### src/include/oiw_pkg.sv
package oiw_pkg;
	localparam int ADDR_W = 8;
	localparam logic [7:0] OFS_CTRL = 8'h00;
	localparam logic [7:0] OFS_OUT3 = 8'h04;
	localparam logic [7:0] OFS_OUT4 = 8'h08;
	localparam logic [7:0] OFS_OUT5 = 8'h0C;
	localparam logic [7:0] OFS_IN1 = 8'h10;
	localparam logic [7:0] OFS_IN2 = 8'h14;
	localparam logic [7:0] OFS_IN6 = 8'h18;
	localparam logic [7:0] OFS_CLK1 = 8'h1C;
	localparam logic [7:0] OFS_CLK2 = 8'h20;
	localparam logic [7:0] OFS_CLK6 = 8'h24;
	localparam logic [7:0] OFS_FILT_FIRST = 8'h28;
	localparam logic [7:0] OFS_FILT_LAST = 8'hB0;
	localparam int FILT_NUM = 35;

	localparam int CB_IRQ_EN = 0;
	localparam int CB_IRQ_SET = 1;
	localparam int CB_GATE3 = 2;
	localparam int CB_GATE4 = 3;
	localparam int CB_RX0_1 = 4;
	localparam int CB_RX0_2 = 5;
	localparam int CB_RX1_1 = 6;
	localparam int CB_RX1_2 = 7;
	localparam int CB_TX0 = 8;
	localparam int CB_RST0 = 9;
	localparam int CB_DBC0 = 10;
	localparam int CB_TX1 = 12;
	localparam int CB_RST1 = 13;
	localparam int CB_DBC1 = 14;
	localparam int CB_DAC_EN = 16;
	localparam int CB_ADC_EN = 17;
	localparam int CB_TCLK = 20;

	localparam int CK_DIV_LSB = 0;
	localparam int CK_DIV_W = 18;
	localparam int CK_OSEL = 18;
	localparam int CK_REF_LSB = 19;
	localparam logic [1:0] CK_REF_PRESCALE = 2'h3;

	localparam int FC_LO_LSB = 0;
	localparam int FC_HI_LSB = 8;
	localparam int FC_RISE = 16;
	localparam int FC_FALL = 17;
	localparam int FC_INV = 18;
	localparam int FC_EN = 19;
	localparam int FC_CLR = 20;

	localparam logic [31:0] MASK_CTRL = 32'h001377FF;
	localparam logic [31:0] MASK_OUT3 = 32'h00006F7F;
	localparam logic [31:0] MASK_OUT4 = 32'h00007FFF;
	localparam logic [31:0] MASK_OUT5 = 32'h00000F3F;
	localparam logic [31:0] MASK_CLK = 32'h001FFFFF;
	localparam logic [31:0] MASK_FILT = 32'h001FFFFF;
	localparam logic [15:0] MASK_IN1 = 16'h1FFF;
	localparam logic [15:0] MASK_IN2 = 16'hFD1F;
	localparam logic [15:0] MASK_IN6 = 16'hE31F;
	localparam logic [31:0] REG_RST = 32'h00000000;

	localparam int RAW_LSB = 16;
	localparam int W4_WARMUP_BIT = 13;
	localparam int W5_CMP_BIT = 4;
	localparam logic [7:0] CNT_MIN = 8'h00;
	localparam logic [7:0] CNT_MAX = 8'hFF;

	// Word code in bits 5:4 (0 word 1, 1 word 2, 2 word 6), input number in bits 3:0.
	localparam logic [0:FILT_NUM-1][5:0] FILT_POS = {
		6'h00, 6'h01, 6'h02, 6'h03, 6'h04, 6'h05, 6'h06, 6'h07, 6'h08, 6'h09, 6'h0A, 6'h0B,
		6'h0C, 6'h10, 6'h11, 6'h12, 6'h13, 6'h14, 6'h18, 6'h1A, 6'h1B, 6'h1C, 6'h1D, 6'h1E,
		6'h1F, 6'h20, 6'h21, 6'h22, 6'h23, 6'h24, 6'h28, 6'h29, 6'h2D, 6'h2E, 6'h2F};

	localparam int SYS_CLK_NS = 10;
	localparam int XCVR_RST_LOW_NS = 200;
	localparam int XCVR_RST_LOW_CYC = (XCVR_RST_LOW_NS + SYS_CLK_NS - 1) / SYS_CLK_NS;
endpackage : oiw_pkg

### src/logic/oiw_top.sv
// Operation
// - Global control bits are active high and clear to zero on reset.
// - Master interrupt enable gates interrupt requests onto the backplane line.
// - Interrupt force bit with master enable asserts the request regardless.
// - Gate bits at zero let words 3 and 4 drive optocouplers.
// - Receive enable bits drive transceiver receive channels; channel 2 kept zero, but the code passes channel 2 bits 5 and 7 through unmasked.
// - Transmit enable bits let each transceiver send, zero holds it off.
// - Debounce bits pass straight to the transceiver debounce inputs.
// - DAC master enable gates local conversion enables; nothing is held while it is off.
// - ADC master enable gates local conversion enables; nothing is held while it is off.
// - Test clock select routes word 6 sample clock to UART B data.
// - Output word bits set turn optocouplers on via inverted open drain.
// - Word 5 always enabled; bit 4 drives comparator as plain output.
// - Word 4 bit 13 warm-up indicator is on after reset, one turns off.
// - Only the listed output bit positions exist in words 3, 4, 5.
// - Word 1 read gives raw inputs at 28..16 and filtered at 12..0.
// - Word 2 read gives raw at 16+n, filtered at n for used inputs.
// - Word 6 read gives raw at 16+n, filtered at n for used inputs.
// - Reference select picks bus clock, or half of it for code 11.
// - Divider gives 50 percent clock at reference over two times divisor plus two.
// - Output select picks divider output when one, reference when zero.
// - Enabled filter counts up on one, down on zero, saturating; disabled freezes.
// - Filtered bit sets at high threshold, clears only below low threshold.
// - Clear forces count and value to zero; invert complements the sample.
// - Rising and falling enables pulse edge outputs on filtered transitions.
`timescale 1ns/10ps
`default_nettype none
module oiw_top (
	input wire logic sys_clk, // System clock, also the sample reference.
	input wire logic nrst, // Asynchronous reset, active low.
	input wire logic reg_wr, // Register write strobe.
	input wire logic reg_rd, // Register read strobe.
	input wire logic [7:0] reg_addr, // Byte address of the register.
	input wire logic [31:0] reg_wdata, // Write data.
	output logic [31:0] reg_rdata, // Read data, registered.
	output logic reg_rvalid, // Read data valid pulse.
	input wire logic irq_src, // Interrupt sources from status logic.
	output logic irq_o, // Backplane interrupt pin level, always low.
	output logic irq_oe, // Backplane interrupt drive enable.
	input wire logic [12:0] in_w1_n, // Word 1 opto receiver pins.
	input wire logic [15:0] in_w2_n, // Word 2 opto receiver pins.
	input wire logic [15:0] in_w6_n, // Word 6 opto receiver pins.
	output logic [47:0] edge_rise, // Rising edge pulses, word code times 16 plus input.
	output logic [47:0] edge_fall, // Falling edge pulses, same layout.
	output logic [15:0] out_w3_o, // Word 3 open-drain level, always low.
	output logic [15:0] out_w3_oe, // Word 3 drive enables.
	output logic [15:0] out_w4_o, // Word 4 open-drain level, always low.
	output logic [15:0] out_w4_oe, // Word 4 drive enables.
	output logic [15:0] out_w5_o, // Word 5 open-drain level, always low.
	output logic [15:0] out_w5_oe, // Word 5 drive enables.
	output logic cmp_drive, // Comparator input, plain output.
	output logic [3:0] avionics_rx_enable, // Receive enables dev0 ch1, ch2, dev1 ch1, ch2.
	output logic avionics_tx0_enable, // Transmitter 0 enable.
	output logic avionics_tx1_enable, // Transmitter 1 enable.
	output logic avionics_dev0_reset_n, // Transceiver 0 reset, active low.
	output logic avionics_dev1_reset_n, // Transceiver 1 reset, active low.
	output logic avionics_dev0_debounce, // Transceiver 0 debounce control.
	output logic avionics_dev1_debounce, // Transceiver 1 debounce control.
	input wire logic [3:0] dac_local_en, // Per-channel DAC local enables.
	output logic [3:0] dac_start, // Gated DAC conversion enables.
	input wire logic [3:0] adc_local_en, // Per-channel ADC local enables.
	output logic [3:0] adc_start, // Gated ADC conversion enables.
	input wire logic uartb_txd_in, // UART B transmit data from its core.
	output logic uartb_txd_out // UART B transmit data to the line buffer.
);
	function automatic logic is_filt(input logic [7:0] a);
		is_filt = (a >= oiw_pkg::OFS_FILT_FIRST) && (a <= oiw_pkg::OFS_FILT_LAST)
			&& (a[1:0] == 2'h0);
	endfunction : is_filt

	function automatic logic [5:0] filt_idx(input logic [7:0] a);
		logic [7:0] d;
		d = a - oiw_pkg::OFS_FILT_FIRST;
		filt_idx = d[7:2];
	endfunction : filt_idx

	logic [31:0] ctrl_q;
	logic [31:0] out3_q;
	logic [31:0] out4_q;
	logic [31:0] out5_q;
	logic [2:0][31:0] clk_q;
	logic [20:0] fctl_q [oiw_pkg::FILT_NUM];
	logic [31:0] rdata_q;
	logic rvalid_q;
	logic [47:0] sync1_q;
	logic [47:0] sync2_q;
	logic [47:0] rise_q;
	logic [47:0] fall_q;
	logic [2:0] tick;
	logic [2:0] sclk_lvl;
	logic [47:0] raw_all;
	logic [47:0] filt_all;
	logic [oiw_pkg::FILT_NUM-1:0] val_q;
	logic [oiw_pkg::FILT_NUM-1:0] prev_q;
	logic [31:0] rd_mux;
	logic [31:0] rd_in1;
	logic [31:0] rd_in2;
	logic [31:0] rd_in6;
	logic wr_filt;
	logic [5:0] wr_fidx;
	logic [5:0] rd_fidx;

	assign wr_filt = reg_wr && is_filt(reg_addr);
	assign wr_fidx = filt_idx(reg_addr);
	assign rd_fidx = filt_idx(reg_addr);

	// Unused control positions are masked off so spare bits read back zero.
	always_ff @(posedge sys_clk or negedge nrst) begin
		if (!nrst) begin
			ctrl_q <= oiw_pkg::REG_RST;
			out3_q <= oiw_pkg::REG_RST;
			out4_q <= oiw_pkg::REG_RST;
			out5_q <= oiw_pkg::REG_RST;
			clk_q <= {3{oiw_pkg::REG_RST}};
		end else if (reg_wr) begin
			unique case (reg_addr)
				oiw_pkg::OFS_CTRL: ctrl_q <= reg_wdata & oiw_pkg::MASK_CTRL;
				oiw_pkg::OFS_OUT3: out3_q <= reg_wdata & oiw_pkg::MASK_OUT3;
				oiw_pkg::OFS_OUT4: out4_q <= reg_wdata & oiw_pkg::MASK_OUT4;
				oiw_pkg::OFS_OUT5: out5_q <= reg_wdata & oiw_pkg::MASK_OUT5;
				oiw_pkg::OFS_CLK1: clk_q[0] <= reg_wdata & oiw_pkg::MASK_CLK;
				oiw_pkg::OFS_CLK2: clk_q[1] <= reg_wdata & oiw_pkg::MASK_CLK;
				oiw_pkg::OFS_CLK6: clk_q[2] <= reg_wdata & oiw_pkg::MASK_CLK;
				default: ;
			endcase
		end
	end

	genvar fw;
	generate
		for (fw = 0; fw < oiw_pkg::FILT_NUM; fw++) begin : g_fctl
			always_ff @(posedge sys_clk or negedge nrst) begin
				if (!nrst) begin
					fctl_q[fw] <= 21'h000000;
				end else if (wr_filt && (wr_fidx == 6'(fw))) begin
					fctl_q[fw] <= reg_wdata[20:0] & oiw_pkg::MASK_FILT[20:0];
				end
			end
		end
	endgenerate

	// Interrupt line is open drain: it is pulled low only while a request stands.
	assign irq_o = 1'b0;
	assign irq_oe = ctrl_q[oiw_pkg::CB_IRQ_EN]
		&& (irq_src || ctrl_q[oiw_pkg::CB_IRQ_SET]);

	assign avionics_rx_enable = ctrl_q[oiw_pkg::CB_RX1_2:oiw_pkg::CB_RX0_1];
	assign avionics_tx0_enable = ctrl_q[oiw_pkg::CB_TX0];
	assign avionics_tx1_enable = ctrl_q[oiw_pkg::CB_TX1];
	// Reset comes up low so the transceivers stay cleared until software releases them.
	assign avionics_dev0_reset_n = ctrl_q[oiw_pkg::CB_RST0];
	assign avionics_dev1_reset_n = ctrl_q[oiw_pkg::CB_RST1];
	assign avionics_dev0_debounce = ctrl_q[oiw_pkg::CB_DBC0];
	assign avionics_dev1_debounce = ctrl_q[oiw_pkg::CB_DBC1];
	// Local enables are levels; they wait here until the master bit lets them through.
	assign dac_start = dac_local_en & {4{ctrl_q[oiw_pkg::CB_DAC_EN]}};
	assign adc_start = adc_local_en & {4{ctrl_q[oiw_pkg::CB_ADC_EN]}};
	assign uartb_txd_out = ctrl_q[oiw_pkg::CB_TCLK] ? sclk_lvl[2] : uartb_txd_in;

	// Optocoupler LEDs are on while the pin is pulled low, hence enable equals bit set.
	assign out_w3_o = 16'h0000;
	assign out_w4_o = 16'h0000;
	assign out_w5_o = 16'h0000;
	assign out_w3_oe = out3_q[15:0] & oiw_pkg::MASK_OUT3[15:0]
		& {16{~ctrl_q[oiw_pkg::CB_GATE3]}};
	// The warm-up LED bit is inverted so the indicator is lit straight out of reset.
	assign out_w4_oe = (out4_q[15:0] ^ (16'h0001 << oiw_pkg::W4_WARMUP_BIT))
		& oiw_pkg::MASK_OUT4[15:0] & {16{~ctrl_q[oiw_pkg::CB_GATE4]}};
	assign out_w5_oe = out5_q[15:0] & oiw_pkg::MASK_OUT5[15:0]
		& ~(16'h0001 << oiw_pkg::W5_CMP_BIT);
	assign cmp_drive = out5_q[oiw_pkg::W5_CMP_BIT];

	// Opto receivers invert, so the synchronised pins are complemented here.
	always_ff @(posedge sys_clk or negedge nrst) begin
		if (!nrst) begin
			sync1_q <= 48'h000000000000;
			sync2_q <= 48'h000000000000;
		end else begin
			sync1_q <= ~{in_w6_n, in_w2_n, 3'h0, in_w1_n};
			sync2_q <= sync1_q;
		end
	end
	assign raw_all = sync2_q & {oiw_pkg::MASK_IN6, oiw_pkg::MASK_IN2, oiw_pkg::MASK_IN1};

	genvar cw;
	generate
		for (cw = 0; cw < 3; cw++) begin : g_sclk
			logic pre_q;
			logic div_q;
			logic [17:0] cnt_q;
			logic ref_tick;
			logic wrap;
			logic [17:0] divisor;
			logic osel;
			assign divisor = clk_q[cw][oiw_pkg::CK_DIV_LSB +: oiw_pkg::CK_DIV_W];
			assign osel = clk_q[cw][oiw_pkg::CK_OSEL];
			assign ref_tick = (clk_q[cw][oiw_pkg::CK_REF_LSB +: 2] == oiw_pkg::CK_REF_PRESCALE)
				? pre_q : 1'b1;
			assign wrap = ref_tick && (cnt_q >= divisor);
			always_ff @(posedge sys_clk or negedge nrst) begin
				if (!nrst) begin
					pre_q <= 1'b0;
					div_q <= 1'b0;
					cnt_q <= 18'h00000;
				end else begin
					pre_q <= ~pre_q;
					if (wrap) begin
						cnt_q <= 18'h00000;
						div_q <= ~div_q;
					end else if (ref_tick) begin
						cnt_q <= cnt_q + 18'h00001;
					end
				end
			end
			// Inputs are sampled on each rising edge of the chosen sample clock.
			assign tick[cw] = osel ? (wrap && !div_q) : ref_tick;
			assign sclk_lvl[cw] = osel ? div_q : pre_q;
		end
	endgenerate

	genvar fk;
	generate
		for (fk = 0; fk < oiw_pkg::FILT_NUM; fk++) begin : g_filt
			localparam logic [5:0] POS = oiw_pkg::FILT_POS[fk];
			logic [7:0] cnt_q;
			logic [7:0] cnt_d;
			logic smp;
			logic en;
			logic clr;
			logic [7:0] hi;
			logic [7:0] lo;
			assign en = fctl_q[fk][oiw_pkg::FC_EN];
			assign clr = fctl_q[fk][oiw_pkg::FC_CLR];
			assign hi = fctl_q[fk][oiw_pkg::FC_HI_LSB +: 8];
			assign lo = fctl_q[fk][oiw_pkg::FC_LO_LSB +: 8];
			assign smp = raw_all[POS] ^ fctl_q[fk][oiw_pkg::FC_INV];
			// Saturation keeps a noisy line from wrapping the count across thresholds.
			assign cnt_d = smp ? ((cnt_q == oiw_pkg::CNT_MAX) ? cnt_q : cnt_q + 8'h01)
				: ((cnt_q == oiw_pkg::CNT_MIN) ? cnt_q : cnt_q - 8'h01);
			always_ff @(posedge sys_clk or negedge nrst) begin
				if (!nrst) begin
					cnt_q <= 8'h00;
					val_q[fk] <= 1'b0;
				end else if (clr) begin
					cnt_q <= oiw_pkg::CNT_MIN;
					val_q[fk] <= 1'b0;
				end else if (en && tick[POS[5:4]]) begin
					cnt_q <= cnt_d;
					if (cnt_d >= hi) begin
						val_q[fk] <= 1'b1;
					end else if (cnt_d < lo) begin
						val_q[fk] <= 1'b0;
					end
				end
			end
			always_ff @(posedge sys_clk or negedge nrst) begin
				if (!nrst) begin
					prev_q[fk] <= 1'b0;
					rise_q[POS] <= 1'b0;
					fall_q[POS] <= 1'b0;
				end else begin
					prev_q[fk] <= val_q[fk];
					rise_q[POS] <= val_q[fk] && !prev_q[fk] && fctl_q[fk][oiw_pkg::FC_RISE];
					fall_q[POS] <= !val_q[fk] && prev_q[fk] && fctl_q[fk][oiw_pkg::FC_FALL];
				end
			end
		end
	endgenerate

	// Positions with no input have no driver in the edge registers; tie them off.
	genvar ux;
	generate
		for (ux = 0; ux < 48; ux++) begin : g_unused
			if (!(((ux < 16) && oiw_pkg::MASK_IN1[ux % 16])
				|| ((ux >= 16) && (ux < 32) && oiw_pkg::MASK_IN2[ux % 16])
				|| ((ux >= 32) && oiw_pkg::MASK_IN6[ux % 16]))) begin : g_tie
				assign rise_q[ux] = 1'b0;
				assign fall_q[ux] = 1'b0;
			end
		end
	endgenerate
	assign edge_rise = rise_q;
	assign edge_fall = fall_q;

	always_comb begin
		filt_all = 48'h000000000000;
		for (int k = 0; k < oiw_pkg::FILT_NUM; k++) begin
			filt_all[oiw_pkg::FILT_POS[k]] = val_q[k];
		end
	end

	assign rd_in1 = {3'h0, raw_all[12:0], 3'h0, filt_all[12:0]};
	assign rd_in2 = {raw_all[31:16], filt_all[31:16]};
	assign rd_in6 = {raw_all[47:32], filt_all[47:32]};

	always_comb begin
		rd_mux = 32'h00000000;
		if (is_filt(reg_addr)) begin
			rd_mux = {11'h000, fctl_q[rd_fidx]};
		end else begin
			unique case (reg_addr)
				oiw_pkg::OFS_CTRL: rd_mux = ctrl_q;
				oiw_pkg::OFS_OUT3: rd_mux = out3_q;
				oiw_pkg::OFS_OUT4: rd_mux = out4_q;
				oiw_pkg::OFS_OUT5: rd_mux = out5_q;
				oiw_pkg::OFS_IN1: rd_mux = rd_in1;
				oiw_pkg::OFS_IN2: rd_mux = rd_in2;
				oiw_pkg::OFS_IN6: rd_mux = rd_in6;
				oiw_pkg::OFS_CLK1: rd_mux = clk_q[0];
				oiw_pkg::OFS_CLK2: rd_mux = clk_q[1];
				oiw_pkg::OFS_CLK6: rd_mux = clk_q[2];
				default: rd_mux = 32'h00000000;
			endcase
		end
	end

	always_ff @(posedge sys_clk or negedge nrst) begin
		if (!nrst) begin
			rdata_q <= 32'h00000000;
			rvalid_q <= 1'b0;
		end else begin
			rvalid_q <= reg_rd;
			if (reg_rd) begin
				rdata_q <= rd_mux;
			end
		end
	end
	assign reg_rdata = rdata_q;
	assign reg_rvalid = rvalid_q;
endmodule : oiw_top
`default_nettype wire

### config.mk
export PLATFORM = sky130hd
export DESIGN_NAME = oiw_top
export DESIGN_NICKNAME = d
export VERILOG_FILES = /design/src/include/oiw_pkg.sv /design/src/logic/oiw_top.sv
export SDC_FILE = /design/constraint.sdc
export NUM_CORES = 2
export LEC_CHECK = 0
export ABC_AREA = 1
export BUFFER_PORTS_ARGS = -buffer_cell sky130_fd_sc_hd__buf_2
export CAP_MARGIN = 20
export CORE_MARGIN = 2
export CORE_UTILIZATION = 35
export DETAILED_ROUTE_END_ITERATION = 8
export GPL_TIMING_DRIVEN = 0
export MAX_ROUTING_LAYER = met4
export PLACE_DENSITY = 0.6
export RECOVER_POWER = 50
export SYNTH_ARGS = -nofsm -noshare
export SYNTH_HDL_FRONTEND = slang
export SYNTH_SLANG_ARGS = --single-unit
### constraint.sdc
create_clock -name sys_clk -period 6.93 [get_ports sys_clk]
set_input_delay 0.3465 -clock sys_clk [delete_from_list [all_inputs] [get_ports sys_clk]]
set_output_delay 0.3465 -clock sys_clk [all_outputs]
set_load 0.01 [all_outputs]
## Word-level counts from Yosys, hierarchy flattened

Cells that the tools add are included.

| operators by class | value |
|---|---|
| reductions and logical operators | 447 |
| bitwise logic cells | 50 |
| order comparisons | 76 |
| $add $sub $neg | 74 |
| equality and inequality tests | 81 |
| multiplexer cells | 334 |

Operators by type and width:

| kind | count |
|---|---|
| 2-to-1 mux 8 bit | 175 |
| case mux 32 bit (10 select lines) | 1 |
| logical NOT 8 bit | 36 |
| adder 8 x 1 -> 8 bit (second input constant) | 35 |
| equality test 8 bit (second input constant) | 35 |
| >= comparator 8 bit | 35 |
| < comparator 8 bit | 35 |
| subtractor 8 x 1 -> 8 bit (second input constant) | 35 |
| logical AND 1 bit | 220 |
| 2-to-1 mux 1 bit | 148 |
| binary-select mux 21 bit (select 6 bit) | 1 |
| 2-to-1 mux 18 bit | 6 |
| nonzero test 3 bit | 35 |
| equality test 6 x 5 -> 1 bit (second input constant) | 16 |
| AND reduction 2 bit | 42 |
| nonzero test 2 bit | 38 |
| logical NOT 1 bit | 73 |
| adder 18 x 1 -> 18 bit (second input constant) | 3 |
| >= comparator 18 bit | 3 |
| equality test 6 x 4 -> 1 bit (second input constant) | 8 |
| NOT 48 bit | 1 |
| 2-to-1 mux 21 bit | 2 |
| bitwise XOR 1 bit | 35 |
| bitwise AND 15 x 16 -> 16 bit | 2 |
| 20 further kinds | 42 |

| word-level totals | value |
|---|---|
| input port bits | 99 |
| output and inout bits | 247 |
| logic and storage cells | 1,292 |
| register bits after elaboration | 1,462 |

## Logic depth before layout (Yosys ltp)

| logic depth | value |
|---|---|
| word-level depth | 8 |
| depth in mapped cells | 19 |
| depth with buffers taken out | 19 |

## Worst setup path after synthesis

Ideal clock, no wire load.

| timing | value |
|---|---|
| kind | register to register |
| start point | reg g_filt[34].cnt_q[0] |
| end point | reg val_q (netlist bit filt_all[47]) |
| stages on the path, launching flop included | 16 |
| period minus slack after synthesis | 2.402 ns |
| arrival time | 2.286 ns |
| setup slack | 4.528 ns |
| cells stage by stage | dfrtp_1 > inv_1 > ha_1 > nand3_1 > nor3_1 > inv_1 > a21oi_1 > o21ai_0 > o21ai_0 > ha_1 > a21oi_1 > o21ai_0 > nand2_1 > o2111ai_1 > nand2_1 > nand2_1 |

| between the ends | value |
|---|---|
| word-level cells in the longest chain between the ends | 7 |

RTL lines:

| item | RTL line | RTL |
|---|---|---|
| start: declaration | oiw_top.sv:225 | `logic [7:0] cnt_q;` |
| start signal: assignment | oiw_top.sv:245 | `cnt_q <= oiw_pkg::CNT_MIN;` |
| start signal: assignment | oiw_top.sv:248 | `cnt_q <= cnt_d;` |
| subtractor 8 x 1 -> 8 bit, or another cell as far along | oiw_top.sv:239 | `: ((cnt_q == oiw_pkg::CNT_MIN) ? cnt_q : cnt_q - 8'h01);` |
| 2-to-1 mux 8 bit (on tied branches) | oiw_top.sv:239, oiw_top.sv:238 |  |
| 2-to-1 mux 8 bit (*) | oiw_top.sv:238 | `assign cnt_d = smp ? ((cnt_q == oiw_pkg::CNT_MAX) ? cnt_q : cnt_q + 8'h01)` |
| >= comparator 8 bit | oiw_top.sv:249 | `if (cnt_d >= hi) begin` |
| 2-to-1 mux 1 bit | oiw_top.sv:249 |  |
| 2-to-1 mux 1 bit | oiw_top.sv:247 | `end else if (en && tick[POS[5:4]]) begin` |
| 2-to-1 mux 1 bit | oiw_top.sv:244 | `end else if (clr) begin` |
| end signal: indexed assignment | oiw_top.sv:243 | `val_q[fk] <= 1'b0;` |
| end signal: indexed assignment | oiw_top.sv:246 | `val_q[fk] <= 1'b0;` |
| end signal: indexed assignment | oiw_top.sv:250 | `val_q[fk] <= 1'b1;` |
| end: declaration | oiw_top.sv:93 | `logic [oiw_pkg::FILT_NUM-1:0] val_q;` |

Mark *: on every way between the ends. The rest lies on a longest branch, timed or not. The select of a mux whose other input is x is not followed.
A chain may end at the register's enable or synchronous reset.

## Worst setup path in the final report

| timing | value |
|---|---|
| start point | in reg_addr[3] |
| end point | reg fctl_q[641] in the netlist's numbering |

| between the ends | value |
|---|---|
| word-level cells in the longest chain between the ends | 5 |

RTL lines:

| item | RTL line | RTL |
|---|---|---|
| start: declaration | oiw_top.sv:33 | `input wire logic [7:0] reg_addr,` |
| branches (longest 4 deep; another with subtractor 8 x 6 -> 8 bit) | n/a |  |
| logical AND 1 bit (*) | oiw_top.sv:135 | `end else if (wr_filt && (wr_fidx == 6'(fw))) begin` |
| end signal: indexed assignment | oiw_top.sv:136 | `fctl_q[fw] <= reg_wdata[20:0] & oiw_pkg::MASK_FILT[20:0];` |
| end: declaration | oiw_top.sv:82 | `logic [20:0] fctl_q [oiw_pkg::FILT_NUM];` |

Mark *: on every way between the ends.

==> summary.txt <==
Synth
  – Synth cell types: 53
  – Synth Register Bits: 1436
  – FFs w/ async S/R, synth: 100.0%
  – Synth Warn #: 0
  – Synth top area cells: dfrtp_1, nand2_1, ha_1, o21ai_0, inv_1
  – Predominant post-synthesis flop cell: dfrtp_1
  – Cell taking the most area after synthesis: dfrtp_1
  – Avg Cell Area, Syn: 7.680 um2
  – Top-area cell type share of the netlist area: 41.13%
  – Number of synthesized flops with an enable pin: 0
  – Cells after Synth: 11380
  – Seq/Total Area, Yosys: 41.13%
  – Mapped cell area: 87370 um2

Die
  – I/O pin cnt: 346
  – Core ar.: 248400 um2
  – Die Ht: 503.6 um
  – Die footprint: 253600 um2
  – Die Wd: 503.6 um
  – Initial cell density of the core: 35.17%
  – Rows: 183

Final layout
  – Area Overhead vs Synth: 14.73%
  – Final instance area: 100200 um2
  – # fillers: 25750
  – Layout cells sized above 1: 5.113%
  – Most frequent cells in the layout: nand2_1, o21ai_0, inv_1
  – Multi-input gate area: 43710 um2
  – Net count, final: 12750
  – Storage element area: 35930 um2
  – Commonest non-fill, non-tap cell in the layout: nand2_1

Clock network
  – Clock buffer depth: 3
  – Clk_lat worst skew: 910 ps
  – Htree depth: 4
  – Postcts setup bufs: 0
  – Worst-path clk slew: 60 ps
  – Root buf cell: clkbuf_16
  – Total CTS buffers: 169
  – Clock Sinks: 1436
  – CTS tree: yes

Global routing
  – Met1 usage: 41.10%
  – Initial antenna violation count: 52
  – First-pass GRT wire length: 570700 um
  – Grt met2 use: 45.15%
  – Global route hottest layer: met2
  – Largest net degree at the start of global routing: 154
  – Total grt overflow: 0
  – Gr usage total: 32.36%
  – Vias in the first global route: 77610
  – GR Util met3: 7.681%

Routing
  – # DRC: 0
  – TritonRoute pass-1 iters: 7
  – Via/cell ratio: 5.552
  – 1st-iter DRT viols: 11560
  – Routed length per instance: 26.36 um
  – Post-Route WL: 407800 um
  – Vias: 85900
  – Remaining antenna violation count: 0

STA
  – Final period util: 85.34%
  – Achievable Freq: 169.1 MHz
  – Unrepaired setup endpoints after global routing: false
  – Slew headroom: -99.44%
  – Final Skew: 73.60 ps
  – Worst-Margin Slew: 2992 ps
  – Setup violators final: 0
  – Sum Neg Setup Slack: 0 ps
  – Max-slew violations: 136
  – Fin crit period: 5914 ps
  – Final hold vios: 0

Run
  – Max-cap viol count: 3

Critical path
  – Crit path buf inv count: 6
  – R2R depth: 14
  – Crit-path cells: clkbuf_1 -> clkbuf_1 -> nor2_1 -> nand2_1 -> inv_1 -> nor3_1 -> o21ai_0 -> nand2_1 -> nand2_1 -> nand2_1 -> inv_1 -> nand2_1 -> nor2_1 -> clkbuf_1 -> nand2_1 -> clkbuf_1 -> nand2_1 -> o21ai_0
  – Crit Path Max Fanout: 10
  – Crit Path Class: in -> reg
  – R2R Setup Slk: 1630 ps
  – CP top delay family: simple AND/OR/NAND/NOR gates
  – Arrival time at the worst endpoint: 6630 ps
  – Worst setup EP type: register
  – Startpoint Class: primary input
  – Reg2Reg Launch Point: clk_q[15]
  – Most used cell, CP: nand2_1
  – CP required: 7650 ps
  – Crit-path max cell delay: 1360 ps
  – Reg-to-Reg End: filt_all[3]
  – CP max-delay cell: nor2_1

Placed design
  – Placed Area: 94130 um2
  – Placer Congestion: 1.081
  – Final HPWL DP: 316400 um
  – I/O Buffers: 236

Hold path
  – Hold depth: 4
  – Min-Delay Path Class: in -> reg
  – Hold EP: clk_q[32]
  – Hold Path Origin: reg_wr

Outcome
  – Failing checks: max-capacitance violations, max-slew violations
  – Status: complete, but fails checks

Power
  – P_leak: 46.45 nW
  – Power Density: 393.3 nW/um2
  – Maximum vdd drop: 0.0002398 V
==> worst register-to-register path: cells and delay by family, from the launching register on <==
kind	cells	cell delay (ps)
buffers and inverters	3	1130
adder cells (fa/ha/maj)	1	350
flip-flops	1	350
AO/OA/AOI/OAI	1	160
AND/OR/NAND/NOR	9	3240
==> cell families (layout without fill, tap and decap cells) <==
group / Yosys count / in the layout / share of synthesized area [%]
other: 1 / 122 / 0.004292
AND/OR/NAND/NOR: 4219 / 4219 / 19.85
XOR/XNOR: 262 / 262 / 2.626
AO/OA/AOI/OAI: 2782 / 2782 / 17.46
buffers and inverters: 1987 / 2632 / 9.064
flip-flops: 1436 / 1436 / 41.13
adder cells (fa/ha/maj): 689 / 689 / 9.867
==> area by class of cell <==
cell class	count	share of cell area (%)
Antenna cell	36	0.08988
Clock buffer	236	4.830
Timing Repair Buffer	332	2.455
Sequential cell	1436	35.85
Clock inverter	77	1.138
Multi-Input combinational cell	8038	43.60
Buffer	488	2.263
Tap cell	3330	4.157
Inverter	1499	5.613
==> synthesized netlist by cell type (4+ instances only) <==
cell type / number
nand2_1: 2704
o21ai_0: 1553
inv_1: 1472
dfrtp_1: 1436
ha_1: 689
nor2_1: 688
a21oi_1: 517
nand3_1: 477
o22ai_1: 342
clkbuf_1: 294
xor2_1: 189
nand4_1: 150
a22oi_1: 123
nor3_1: 104
buf_4: 90
xnor2_1: 73
buf_2: 53
a31oi_1: 50
o2111ai_1: 42
o211ai_1: 41
clkbuf_2: 27
o21ai_1: 25
clkinv_1: 24
buf_1: 21
nand2_4: 20
nor3b_1: 19
nor4_1: 16
o221ai_1: 15
o31ai_1: 15
or2_2: 14
a211oi_1: 11
nor2_2: 11
nand3b_1: 10
a22o_1: 8
o21a_1: 8
o21bai_1: 7
a21boi_0: 6
a221oi_1: 4
a32oi_1: 4
==> where the power goes <==
| group | internal [W] | leakage [nW] | total [W] | switching [W] |
|---|---|---|---|---|
| registers | 0.00951 | 19.6 | 0.0108 | 0.00133 |
| clock network | 0.00558 | 2.91 | 0.00973 | 0.00415 |
| logic | 0.00662 | 24.0 | 0.0189 | 0.0122 |
==> how the worst max path moves through the flow <==
stage	start	to	slack [ps]	cells after the start
final	reg_addr[3]	fctl_q[641]	1020	18
after global routing	reg_addr[3]	fctl_q[633]	1160	18
after CTS	clk_q[15]	g_filt[3].cnt_q[1]	1710	12
after detailed placement	clk_q[15]	g_filt[5].cnt_q[5]	1720	12
after global placement	nrst	g_sclk[1].cnt_q[14]	-28770	1
after floorplan	g_filt[34].cnt_q[0]	filt_all[47]	4530	15
==> repair_timing <==
action / CTS / global route
resized for setup: 0 / 0
hold buffers: 39 / 0
hold endpoints to repair: 358 / 0
==> routing by layer <==
layer  vias up  wire length [um]
met2      4709            168900
met4         0             34800
met5         -                 0
met3      1096             42240
met1     41260            161900
li1      38830                 -
==> metrics by stage <==
step / std cells / utilization, % / setup slack [ps] / hold WS [ps] / total power (W)
2_1_floorplan: 11460 / - / 4528 / 50.91 / 0.02398
3_3_place_gp: 15030 / 37.45 / -28770 / 332.8 / 0.02920
3_5_place_dp: 15080 / 37.89 / 1722 / 299.6 / 0.02935
4_1_cts: 15430 / 40.45 / 1707 / 1.659 / 0.03914
5_1_grt: 15460 / 40.33 / 1161 / 64.86 / 0.04268
6_report: 15470 / 40.35 / 1016 / 45.22 / 0.03943
==> flip-flops by register name (all words and copies together) (netlist names), 17 cells and up <==
register / flops
edge_fall: 35
reg_rdata: 32
sync1_q: 35
edge_rise: 35
ctrl_q: 17
g_filt.cnt_q: 280
prev_q: 35
filt_all: 35
fctl_q: 735
g_sclk.cnt_q: 54
sync2_q: 35
clk_q: 63
Note: power is estimated with default switching activity, not from simulation.
